$ cat src/common/scss_pkg.sv
// constants, types and register layout for the system clock source select block
package scss_pkg;
  // register addresses on the special function register port
  localparam logic [7:0] ADDR_INT_CTRL = 8'h8a;
  localparam logic [7:0] ADDR_INT_CAL = 8'h8b;
  localparam logic [7:0] ADDR_EXT_CTRL = 8'h8c;
  localparam logic [7:0] ADDR_SRC_SEL = 8'h8d;
  // reset values
  localparam logic [7:0] INT_CTRL_RST = 8'hc0;
  localparam logic [7:0] EXT_CTRL_RST = 8'h00;
  localparam logic [7:0] SRC_SEL_RST = 8'h00;
  localparam logic [7:0] CAL_TRIM_DEFAULT = 8'h80;
  // field positions
  localparam int INT_EN_BIT = 7;
  localparam int INT_RDY_BIT = 6;
  localparam int PRESC_LSB = 0;
  localparam int EXT_VALID_BIT = 7;
  localparam int EXT_MODE_LSB = 4;
  localparam int EXT_FC_LSB = 0;
  localparam int SRC_SEL_BIT = 0;
  // internal prescaler codes
  localparam logic [1:0] PRESC_DIV8 = 2'b00;
  localparam logic [1:0] PRESC_DIV4 = 2'b01;
  localparam logic [1:0] PRESC_DIV2 = 2'b10;
  localparam logic [1:0] PRESC_DIV1 = 2'b11;
  // external mode codes, upper two bits decide the family
  localparam logic [1:0] MODE_FAM_OFF = 2'b00;
  localparam logic [1:0] MODE_FAM_CMOS = 2'b01;
  localparam logic [1:0] MODE_FAM_RC = 2'b10;
  localparam logic [1:0] MODE_FAM_XTAL = 2'b11;
  // timing counts, in oscillator edges
  localparam int INT_RDY_TICKS_DEFAULT = 16;
  localparam int XTAL_SETTLE_EDGES_DEFAULT = 64;
  // source select values
  localparam logic SRC_INTERNAL = 1'b0;
  localparam logic SRC_EXTERNAL = 1'b1;
  // register port request
  typedef struct packed {
    logic wr;
    logic rd;
    logic [7:0] addr;
    logic [7:0] data;
  } scss_sfr_req_s;
  // glitch-free switch states
  typedef enum logic [1:0] {
    SW_RUN = 2'b00,
    SW_WAIT_OLD = 2'b01,
    SW_WAIT_NEW = 2'b10
  } scss_sw_state_e;
endpackage

$ cat src/design/scss_top.sv
// system clock source select: oscillator control registers, prescaler and source switch
`timescale 1ns/1ps
`default_nettype none

// What this block does
// - after reset the system clock runs from the internal oscillator
// - eight-bit calibration register, reset value is the factory trim
// - prescaler code 00 divides by 8, 01 by 4, 10 by 2, 11 by 1
// - internal control bit 7 enables the internal oscillator
// - internal control bit 6 reads 1 only while oscillator runs settled
// - source select 0 picks prescaled internal, 1 picks external circuit
// - external clock stays available to timers while internal drives system
// - source may change on the fly; software picks only settled sources
// - one internal control write may enable the internal oscillator and set its prescaler
// - crystal valid flag in bit 7 set once crystal settles, else 0
// - mode field: off, cmos, cmos div2, rc div2, crystal, crystal div2
// - in crystal mode frequency control sets drive band
// - in rc mode frequency control picks the band holding the frequency
// - rc and capacitor modes usable at once, no settling wait
// - external control bit 3 reads zero and ignores writes
module scss_top
  import scss_pkg::*;
#(
  parameter logic [7:0] CAL_TRIM = CAL_TRIM_DEFAULT,
  parameter int INT_RDY_TICKS = INT_RDY_TICKS_DEFAULT,
  parameter int XTAL_SETTLE_EDGES = XTAL_SETTLE_EDGES_DEFAULT
) (
  // clock and reset
  input wire logic REF_CLK,
  input wire logic RSTN,
  // register port
  input wire scss_sfr_req_s SFR_REQ,
  output logic [7:0] SFR_RDATA,
  // oscillator inputs, one-cycle ticks and sampled pin
  input wire logic INT_OSC_TICK,
  input wire logic OSC_PIN_ONE,
  // oscillator analog controls
  output logic INT_OSC_EN,
  output logic [7:0] INT_OSC_CAL,
  output logic [2:0] EXT_MODE,
  output logic [2:0] EXT_FREQ_CTRL,
  // clock enables and status
  output logic SYSCLK_EN,
  output logic EXT_CLK_EN,
  output logic SYSCLK_FROM_EXT
);

  localparam int RDY_W = $clog2(INT_RDY_TICKS + 1);
  localparam int XS_W = $clog2(XTAL_SETTLE_EDGES + 1);
  localparam logic [RDY_W-1:0] RDY_LAST = RDY_W'(INT_RDY_TICKS - 1);
  localparam logic [XS_W-1:0] XS_LAST = XS_W'(XTAL_SETTLE_EDGES - 1);

  // refuse counts the counters cannot serve
  if (INT_RDY_TICKS < 1 || XTAL_SETTLE_EDGES < 1) begin : g_bad_param
    $error("scss_top: settle counts must be at least one");
  end

  logic int_en_q;
  logic [1:0] presc_q;
  logic [7:0] cal_q;
  logic [2:0] ext_mode_q;
  logic [2:0] ext_fc_q;
  logic src_sel_q;
  logic int_rdy_q;
  logic [RDY_W-1:0] rdy_cnt_q;
  logic [2:0] pre_cnt_q;
  logic pin_q;
  logic half_q;
  logic xtal_valid_q;
  logic [XS_W-1:0] xs_cnt_q;
  scss_sw_state_e sw_state_q;
  logic act_sel_q;
  logic sysclk_en_q;
  logic ext_clk_en_q;
  logic [7:0] rdata_q;

  logic wr_int_ctrl;
  logic wr_cal;
  logic int_restart;
  logic int_tick;
  logic [2:0] div_m1;
  logic int_sys_tick;
  logic ext_on;
  logic ext_div2;
  logic ext_edge;
  logic ext_tick;
  logic xtal_mode;
  logic old_tick;
  logic new_tick;
  logic mux_tick;

  assign wr_int_ctrl = SFR_REQ.wr && SFR_REQ.addr == ADDR_INT_CTRL;
  assign wr_cal = SFR_REQ.wr && SFR_REQ.addr == ADDR_INT_CAL;

  // software-visible configuration registers
  always_ff @(posedge REF_CLK or negedge RSTN) begin
    if (!RSTN) begin
      int_en_q <= INT_CTRL_RST[INT_EN_BIT];
      presc_q <= INT_CTRL_RST[PRESC_LSB +: 2];
      cal_q <= CAL_TRIM;
      ext_mode_q <= EXT_CTRL_RST[EXT_MODE_LSB +: 3];
      ext_fc_q <= EXT_CTRL_RST[EXT_FC_LSB +: 3];
      src_sel_q <= SRC_SEL_RST[SRC_SEL_BIT];
    end else if (SFR_REQ.wr) begin
      if (SFR_REQ.addr == ADDR_INT_CTRL) begin
        // enable and prescale land together in one write
        int_en_q <= SFR_REQ.data[INT_EN_BIT];
        presc_q <= SFR_REQ.data[PRESC_LSB +: 2];
      end else if (SFR_REQ.addr == ADDR_INT_CAL) begin
        cal_q <= SFR_REQ.data;
      end else if (SFR_REQ.addr == ADDR_EXT_CTRL) begin
        // bit 3 and the valid flag are not stored
        ext_mode_q <= SFR_REQ.data[EXT_MODE_LSB +: 3];
        ext_fc_q <= SFR_REQ.data[EXT_FC_LSB +: 3];
      end else if (SFR_REQ.addr == ADDR_SRC_SEL) begin
        src_sel_q <= SFR_REQ.data[SRC_SEL_BIT];
      end
    end
  end

  // calibration output, trim applied until software writes its own
  logic cal_written_q;
  always_ff @(posedge REF_CLK or negedge RSTN) begin
    if (!RSTN) begin
      cal_written_q <= 1'b0;
    end else if (wr_cal) begin
      cal_written_q <= 1'b1;
    end
  end
  assign INT_OSC_CAL = cal_written_q ? cal_q : CAL_TRIM;

  // ready restarts when the oscillator is turned on or retuned
  assign int_restart = (wr_int_ctrl && SFR_REQ.data[INT_EN_BIT] && !int_en_q) || wr_cal;
  assign int_tick = INT_OSC_TICK && int_en_q;

  // internal ready flag counts settled oscillator ticks
  always_ff @(posedge REF_CLK or negedge RSTN) begin
    if (!RSTN) begin
      int_rdy_q <= INT_CTRL_RST[INT_RDY_BIT];
      rdy_cnt_q <= '0;
    end else if (!int_en_q || int_restart) begin
      int_rdy_q <= 1'b0;
      rdy_cnt_q <= '0;
    end else if (int_tick && !int_rdy_q) begin
      rdy_cnt_q <= rdy_cnt_q + RDY_W'(1);
      if (rdy_cnt_q == RDY_LAST) begin
        int_rdy_q <= 1'b1;
      end
    end
  end

  // prescaler terminal count per code
  always_comb begin
    case (presc_q)
      PRESC_DIV8: div_m1 = 3'h7;
      PRESC_DIV4: div_m1 = 3'h3;
      PRESC_DIV2: div_m1 = 3'h1;
      default: div_m1 = 3'h0;
    endcase
  end

  // compare with >= so a smaller divisor written mid-count still wraps
  assign int_sys_tick = int_tick && pre_cnt_q >= div_m1;

  always_ff @(posedge REF_CLK or negedge RSTN) begin
    if (!RSTN) begin
      pre_cnt_q <= 3'h0;
    end else if (int_tick) begin
      pre_cnt_q <= int_sys_tick ? 3'h0 : pre_cnt_q + 3'h1;
    end
  end

  // external mode decode
  assign ext_on = ext_mode_q[2:1] != MODE_FAM_OFF;
  assign xtal_mode = ext_mode_q[2:1] == MODE_FAM_XTAL;
  assign ext_div2 = (ext_mode_q[2:1] == MODE_FAM_RC) || ext_mode_q[0];
  assign ext_edge = ext_on && OSC_PIN_ONE && !pin_q;
  // rc and capacitor edges pass at once, no settle gate
  assign ext_tick = ext_edge && (!ext_div2 || half_q);

  // pin edge detect and divide-by-two stage
  always_ff @(posedge REF_CLK or negedge RSTN) begin
    if (!RSTN) begin
      pin_q <= 1'b0;
      half_q <= 1'b0;
    end else begin
      pin_q <= OSC_PIN_ONE;
      if (!ext_on) begin
        half_q <= 1'b0;
      end else if (ext_edge) begin
        half_q <= !half_q;
      end
    end
  end

  // crystal valid counts edges while in crystal mode only
  always_ff @(posedge REF_CLK or negedge RSTN) begin
    if (!RSTN) begin
      xtal_valid_q <= 1'b0;
      xs_cnt_q <= '0;
    end else if (!xtal_mode) begin
      xtal_valid_q <= 1'b0;
      xs_cnt_q <= '0;
    end else if (ext_edge && !xtal_valid_q) begin
      xs_cnt_q <= xs_cnt_q + XS_W'(1);
      if (xs_cnt_q == XS_LAST) begin
        xtal_valid_q <= 1'b1;
      end
    end
  end

  // ticks of the source in use and of the one being switched to
  assign old_tick = act_sel_q ? ext_tick : int_sys_tick;
  assign new_tick = act_sel_q ? int_sys_tick : ext_tick;

  // hand over after an old edge, drop the first new one: no short phase
  always_comb begin
    case (sw_state_q)
      SW_RUN: mux_tick = old_tick;
      SW_WAIT_OLD: mux_tick = old_tick;
      default: mux_tick = 1'b0;
    endcase
  end

  always_ff @(posedge REF_CLK or negedge RSTN) begin
    if (!RSTN) begin
      sw_state_q <= SW_RUN;
      act_sel_q <= SRC_INTERNAL;
    end else begin
      case (sw_state_q)
        SW_RUN: begin
          if (src_sel_q != act_sel_q) begin
            sw_state_q <= SW_WAIT_OLD;
          end
        end
        SW_WAIT_OLD: begin
          if (src_sel_q == act_sel_q) begin
            sw_state_q <= SW_RUN;
          end else if (old_tick) begin
            sw_state_q <= SW_WAIT_NEW;
          end
        end
        SW_WAIT_NEW: begin
          if (src_sel_q == act_sel_q) begin
            sw_state_q <= SW_RUN;
          end else if (new_tick) begin
            act_sel_q <= src_sel_q;
            sw_state_q <= SW_RUN;
          end
        end
        default: sw_state_q <= SW_RUN;
      endcase
    end
  end

  // registered clock enables; external one runs whatever the selection
  always_ff @(posedge REF_CLK or negedge RSTN) begin
    if (!RSTN) begin
      sysclk_en_q <= 1'b0;
      ext_clk_en_q <= 1'b0;
    end else begin
      sysclk_en_q <= mux_tick;
      ext_clk_en_q <= ext_tick;
    end
  end

  // read data, reserved bits zero, unmapped reads zero
  always_ff @(posedge REF_CLK or negedge RSTN) begin
    if (!RSTN) begin
      rdata_q <= 8'h00;
    end else if (SFR_REQ.rd) begin
      if (SFR_REQ.addr == ADDR_INT_CTRL) begin
        // gate with enable: the flag itself clears one cycle after a disable lands
        rdata_q <= {int_en_q, int_rdy_q && int_en_q, 4'h0, presc_q};
      end else if (SFR_REQ.addr == ADDR_INT_CAL) begin
        rdata_q <= INT_OSC_CAL;
      end else if (SFR_REQ.addr == ADDR_EXT_CTRL) begin
        rdata_q <= {xtal_valid_q, ext_mode_q, 1'b0, ext_fc_q};
      end else if (SFR_REQ.addr == ADDR_SRC_SEL) begin
        rdata_q <= {7'h00, src_sel_q};
      end else begin
        rdata_q <= 8'h00;
      end
    end
  end

  assign SFR_RDATA = rdata_q;
  assign INT_OSC_EN = int_en_q;
  assign EXT_MODE = ext_mode_q;
  assign EXT_FREQ_CTRL = ext_fc_q;
  assign SYSCLK_EN = sysclk_en_q;
  assign EXT_CLK_EN = ext_clk_en_q;
  assign SYSCLK_FROM_EXT = act_sel_q;

endmodule

`default_nettype wire

$ cat config.mk
export PLATFORM = sky130hd
export DESIGN_NAME = scss_top
export DESIGN_NICKNAME = d
export VERILOG_FILES = /design/src/common/scss_pkg.sv /design/src/design/scss_top.sv
export SDC_FILE = /design/constraint.sdc
export NUM_CORES = 1
export LEC_CHECK = 0
export BUFFER_PORTS_ARGS = -buffer_cell sky130_fd_sc_hd__buf_2
export CAP_MARGIN = 30
export CORE_MARGIN = 5
export CORE_UTILIZATION = 59
export CTS_CLUSTER_DIAMETER = 80
export DETAILED_ROUTE_END_ITERATION = 8
export GPL_ROUTABILITY_DRIVEN = 0
export PLACE_DENSITY = 0.95
export SLEW_MARGIN = 20
export SYNTH_ARGS = -nofsm -noshare
export SYNTH_HDL_FRONTEND = slang
export SYNTH_SLANG_ARGS = --single-unit
$ cat constraint.sdc
create_clock -name REF_CLK -period 5.2 [get_ports REF_CLK]
set_input_delay 1.04 -clock REF_CLK [delete_from_list [all_inputs] [get_ports REF_CLK]]
set_output_delay 1.04 -clock REF_CLK [all_outputs]
set_load 0.005 [all_outputs]
==> metrics.txt, run 1 <==
CP arrival 1.18 ns; asr flop ratio synth 100%; most common flop cell mapped by yosys dfrtp_1; Core ar. 4000 sq um; Final Util between 70% and 80%; DRC Markers 0; maximum VDD drop 185 uV; Peak Freq about 450 MHz; RSZ-0062 raised after global routing no; die extent in x 74.4 um; H-Tree Depth 2; Post-synth EDFFs 0; Die Y 74.4 um; initial antenna violation count 0; CTS Sinks 51; setup TNS 0 ns; WHS 0.494 ns; routed wire length 5290 um; Max Cap Violations 0; vias in the first global route 1,894; CTS tree yes; worst-skew pair later-pin latency 0.31 ns; fin crit period 2.22 ns; Worst Tran Pin Value 0.628 ns; IO Count 48; Distinct cells, synth 49; global route total overflow 0; run status finished, final reports clean; Tcrit/Tclk final 42.7%; largest net degree at the start of global routing 52; die area 5540 sq um; post-CTS setup buffers 0; final setup skew 0.00985 ns; Starting Density 61.2%; Via Count 1,878; static leakage roughly 0.0015 uW; Hold Crit Class flip-flop to flip-flop; cts repair resizes 0; register bit total from synthesis 51; Worst Path Required 4.16 ns; first-pass GRT wire length 8740 um; CP Max Fanout 10; Rel. slew slack ~58%; Pwr Density 288 nW/um^2; Row Count 23; Synth Area per Inst approximately 11 sq um; syn nets 249; CP startpoint kind flip-flop; yosys warns 0; post-synthesis cell count 220; Critical Path End Type primary output; Inst Count DP between 300 and 400; DRT Pass-1 Iters 4; Post-CTS Hold Fix Bufs 0; maximum clock path buffer count 2; critical path class flip-flop to primary output; nets 301; initial drt markers 92; Detailed Place HPWL around 4000 um; DR WL/cell 16.4 um; layout cells sized above 1 32.2%; Num CTS Buffers 5; sequential cell area ~1300 sq um; Multi-input gate area 1130 sq um; Slew Viols, Final 0; CTS clk-pin slew, worst paths 0.09 ns; final setup violation count 0; Fillers 270; port bufs 47; most frequent cells in the layout dfrtp_1 (48), buf_2 (47), nor2_1 (20); Antenna Violating Nets Remaining 0; Non-Filler Instances between 300 and 400; sequential share of the synthesized area 52.3%; Post-Syn Area 2450 sq um; via density per instance 5.81; Syn-to-layout area delta 17.4%; commonest non-fill, non-tap cell in the layout dfrtp_1; total track usage 20.8%; CTS Root Cell clkbuf_8; Fin. Hold Viols 0; Ant. Diodes 0
state kept, by name, indices dropped and copies added (netlist names), 2 cells and up:
signal,flops
SFR_RDATA,8
cal_q,8
xs_cnt_q,7
rdy_cnt_q,5
EXT_FREQ_CTRL,3
EXT_MODE,3
pre_cnt_q,3
presc_q,2
sw_state_q,2
where the power goes:
part | switching (uW) | internal [uW]
registers | 15.4 | 411
clock network | 128 | 192
logic | 42.1 | 37.1
per-stage QoR:
step / cell area [sq um] / setup WS [ns] / power, uW
after floorplan: 2450 / 3.11 / 478
after global placement: 2740 / 2.93 / 509
after detailed placement: 2740 / 2.85 / 515
after CTS: 2870 / 2.94 / 831
after global routing: 2870 / 2.91 / 862
final: 2870 / 2.98 / 826
cells in the mapped netlist (2+ instances only):
cell type / number / area (sq um)
nand4_1: 4 / 25.0
o21ai_0: 9 / 45.0
dfrtp_1: 48 / 1200
nor2_1: 20 / 75.1
a22oi_1: 2 / 15.0
and2b_1: 2 / 15.0
nand2_1: 17 / 63.8
dfstp_2: 3 / 78.8
clkbuf_1: 2 / 7.51
nand3_1: 5 / 25.0
and3_1: 8 / 50.1
nor2b_1: 3 / 18.8
nor3_1: 2 / 10.0
nand2b_1: 3 / 18.8
ha_1: 7 / 87.6
mux2_2: 18 / 203
xnor2_1: 2 / 17.5
a221o_1: 3 / 30.0
inv_1: 7 / 26.3
a22o_1: 2 / 17.5
a21oi_1: 10 / 50.1
and2_1: 7 / 43.8
mux2i_1: 2 / 20.0
xor2_1: 8 / 70.1
a32o_1: 2 / 20.0
layer usage:
layer	up-vias	wire length, um	GRT usage, %
li1	878	-	-
met1	918	2170	25.5
met2	68	2660	35.8
met3	14	361	4.05
met4	0	100	8.50
met5	-	0	0
final timing paths:
| path | startpoint | to | slack, ns | depth (start not counted) |
|---|---|---|---|---|
| worst max-delay path | cal_written_q | INT_OSC_CAL[6] | 2.98 | 2 |
| worst min-delay path | xs_cnt_q[6] | xtal_valid_q | 0.49 | 1 |
| worst max register to register | presc_q[1] | sw_state_q[1] | 3.03 | 7 |
| worst min register to register | xs_cnt_q[6] | xtal_valid_q | 0.49 | 1 |
| max in group asynchronous | RSTN | xs_cnt_q[2] | 3.95 | 2 |
| min in group asynchronous | RSTN | SYSCLK_FROM_EXT | 0.82 | 2 |
layout make-up:
| type | count | area share [%] |
|---|---|---|
| multi-input cells | 159 | 39.3 |
| clock inverters | 2 | 2.09 |
| inverters | 7 | 0.915 |
| repair buffers | 48 | 8.45 |
| flip-flops and latches | 51 | 44.6 |
| well taps | 50 | 2.18 |
| clock buffers | 6 | 2.53 |
critical path, cell delays in order, from the launching register on:
cell,delay [ns]
dfrtp_1,0.54
and2_1,0.22
buf_2,0.12
logic make-up after synthesis:
logic type                 share of synthesized area, %
and+or+nand+nor                                    19.1
DFF                                                52.3
AOI/OAI and AO/OA                                  10.7
muxes                                              9.10
xor gates and xnor gates                           3.58
buffers and inverters                              1.58
adders and majority gates                          3.58
Note: power is estimated with default switching activity, not from simulation.
==> inputs of run 2 (changes only) <==
--- a/config.mk
+++ b/config.mk
@@ -8,11 +8,11 @@
 export BUFFER_PORTS_ARGS = -buffer_cell sky130_fd_sc_hd__buf_2
 export CAP_MARGIN = 30
 export CORE_MARGIN = 5
-export CORE_UTILIZATION = 59
+export CORE_UTILIZATION = 49
 export CTS_CLUSTER_DIAMETER = 80
 export DETAILED_ROUTE_END_ITERATION = 8
 export GPL_ROUTABILITY_DRIVEN = 0
-export PLACE_DENSITY = 0.95
+export PLACE_DENSITY = 0.87
 export SLEW_MARGIN = 20
 export SYNTH_ARGS = -nofsm -noshare
 export SYNTH_HDL_FRONTEND = slang
==> constraint.sdc (replaced) <==
create_clock -name REF_CLK -period 1.8 [get_ports REF_CLK]
set_input_delay 0.36 -clock REF_CLK [delete_from_list [all_inputs] [get_ports REF_CLK]]
set_output_delay 0.36 -clock REF_CLK [all_outputs]
set_load 0.005 [all_outputs]
==> run 2 against run 1 <==
The flow now finishes with violations (setup timing). Setup slack got worse by 3.1 ns. Combinational power rose to 3.2 times the previous value. Critical path depth increased by 5. Via count shrank 1.8%. Hold slack got worse by 0.29 ns. First-iteration DRC count increased by 28%. Clock-buffer cell count decreased by 1. Wire length down 0.68%.
==> metrics.txt, run 2 (synthesis gave the netlist of run 1 again) <==
stages on the worst setup path 7; CP Max Fanout 2; Worst Tran Pin Value ~0.47 ns; maximum VDD drop 549 uV; Worst Setup EP sw_state_q[1]; commonest non-fill, non-tap cell in the layout dfrtp_1; CP startpoint kind flip-flop; Top Family by Delay on Critical Path simple AND/OR/NAND/NOR gates; final setup skew 0.00884 ns; CTS tree yes; layout cells sized above 1 35.2%; Max Cap Violations 0; worst r2r dst sw_state_q[1]; Slew Viols, Final 0; CTS Root Cell clkbuf_8; DRC Markers 0; peak per-stage delay on the critical path 0.39 ns; vias in the first global route 1,950; port bufs 47; Worst Path Buf+Inv 0; switching part of the total power a little under a quarter; CP cell instances or2_4 > ha_4 > nand2_2 > o21a_1 > or3_4 > o22a_1 > o22ai_2; Clock Power Share 38.7%; FF-to-FF path depth 7; fin crit period 1.92 ns; Syn-to-layout area delta 22.4%; routed wire length between 5000 and 6000 um; R2R Setup Slk -0.12 ns; die area 6510 sq um; Rel. slew slack 68.9%; most frequent cells in the layout dfrtp_1 (48), buf_2 (47), nor2_1 (20); CTS Sinks 51; setup TNS -0.198 ns; Row Count 25; Non-Filler Instances 348; Inst Count DP around 340; Tcrit/Tclk final 107%; Peak Freq 520 MHz; Pwr Density 807 nW/um^2; Starting Density 51.1%; largest net degree at the start of global routing 41; Reg-to-Reg Start presc_q[0]; nets 309; via density per instance between 5 and 6; H-Tree Depth 2; Core ar. ~4800 sq um; dpl cell area 2840 sq um; Via Count about 1,800; Critical Path End Type flip-flop; CTS clk-pin slew, worst paths 0.10 ns; Antenna Violating Nets Remaining 0; failing checks setup timing; Die Y 80.7 um; Detailed Place HPWL 3960 um; Worst Setup SP presc_q[0]; static leakage approximately 0.0015 uW; CP arrival 2.15 ns; Pint 1870 uW; initial antenna violation count 0; Finished Cell Area between 2000 and 3000 sq um; maximum clock path buffer count 2; DRT Pass-1 Iters 4; Total Power approximately 2400 uW; sequential power share 50.8%; global route total overflow 0; IO Count 48; worst-skew pair later-pin latency 0.31 ns; Switch Pwr 552 uW; die extent in x 80.7 um; first-pass GRT wire length 9420 um; Num CTS Buffers 5; final setup violation count 4; RSZ-0062 raised after global routing yes; Fin. Hold Viols 0; run status finished, violations left; Ant. Diodes 0; Hold Crit Class input port to flip-flop; worst setup margin -0.122 ns; Slowest-stage cell, CP dfrtp_1; DR WL/cell 15.1 um; Worst Path Required 2.03 ns; initial drt markers 118; dpl ws -0.124 ns; total track usage 18.6%; Gate power share between 10% and 20%; critical path class flip-flop to flip-flop
[run 2: power groups by stage]
stage	logic [uW]	registers, uW	clock network [uW]
final	254	1230	936
after global routing	295	1240	1000
after CTS	255	1230	956
after detailed placement	252	1250	0
after global placement	240	1250	0
after floorplan	146	1240	0
[run 2: timing repair]
action | 4_1_cts | 5_1_grt
resized for setup | 1 | 0
endpoints found under the hold margin | 11 | 0
pin swaps | 4 | 1
hold buffers | 1 | 0
setup endpoints to repair | 2 | 5
buffers inserted | 0 | 1
[run 2: final cells by class]
class / count / area, sq um
Fill cell: 367 / 1790
Sequential cell: 51 / 1280
Clock inverter: 3 / 67.6
Inverter: 7 / 26.3
Timing Repair Buffer: 56 / 318
Clock buffer: 5 / 68.8
Multi-Input combinational cell: 159 / 1150
Tap cell: 67 / 83.8
[run 2: worst min-delay path by stage]
| stage | start | end | slack [ns] | cells after the start |
|---|---|---|---|---|
| after floorplan | RSTN | EXT_CLK_EN | 0.06 | 0 |
| after global placement | RSTN | cal_q[2] | 0.25 | 1 |
| after detailed placement | RSTN | cal_q[2] | 0.25 | 1 |
| after CTS | OSC_PIN_ONE | pin_q | 0.20 | 1 |
| after global routing | OSC_PIN_ONE | pin_q | 0.20 | 1 |
| final | OSC_PIN_ONE | pin_q | 0.21 | 1 |
[run 2: metal layers]
layer / up-vias / part of all wire (%) / GRT usage [%]
met2: 31 / 52 / 32.5
met4: 0 / 1.2 / 6.08
met3: 7 / 4.6 / 3.81
li1: 897 / - / -
met5: - / 0 / 0
met1: 910 / 42 / 22.8
[run 2: per-stage QoR]
stage,hold slack [ns],util [%]
floorplan,0.0644,-
global placement,0.250,59.3
detailed placement,0.251,59.3
CTS,0.203,62.4
global route,0.204,62.6
finish,0.205,62.6
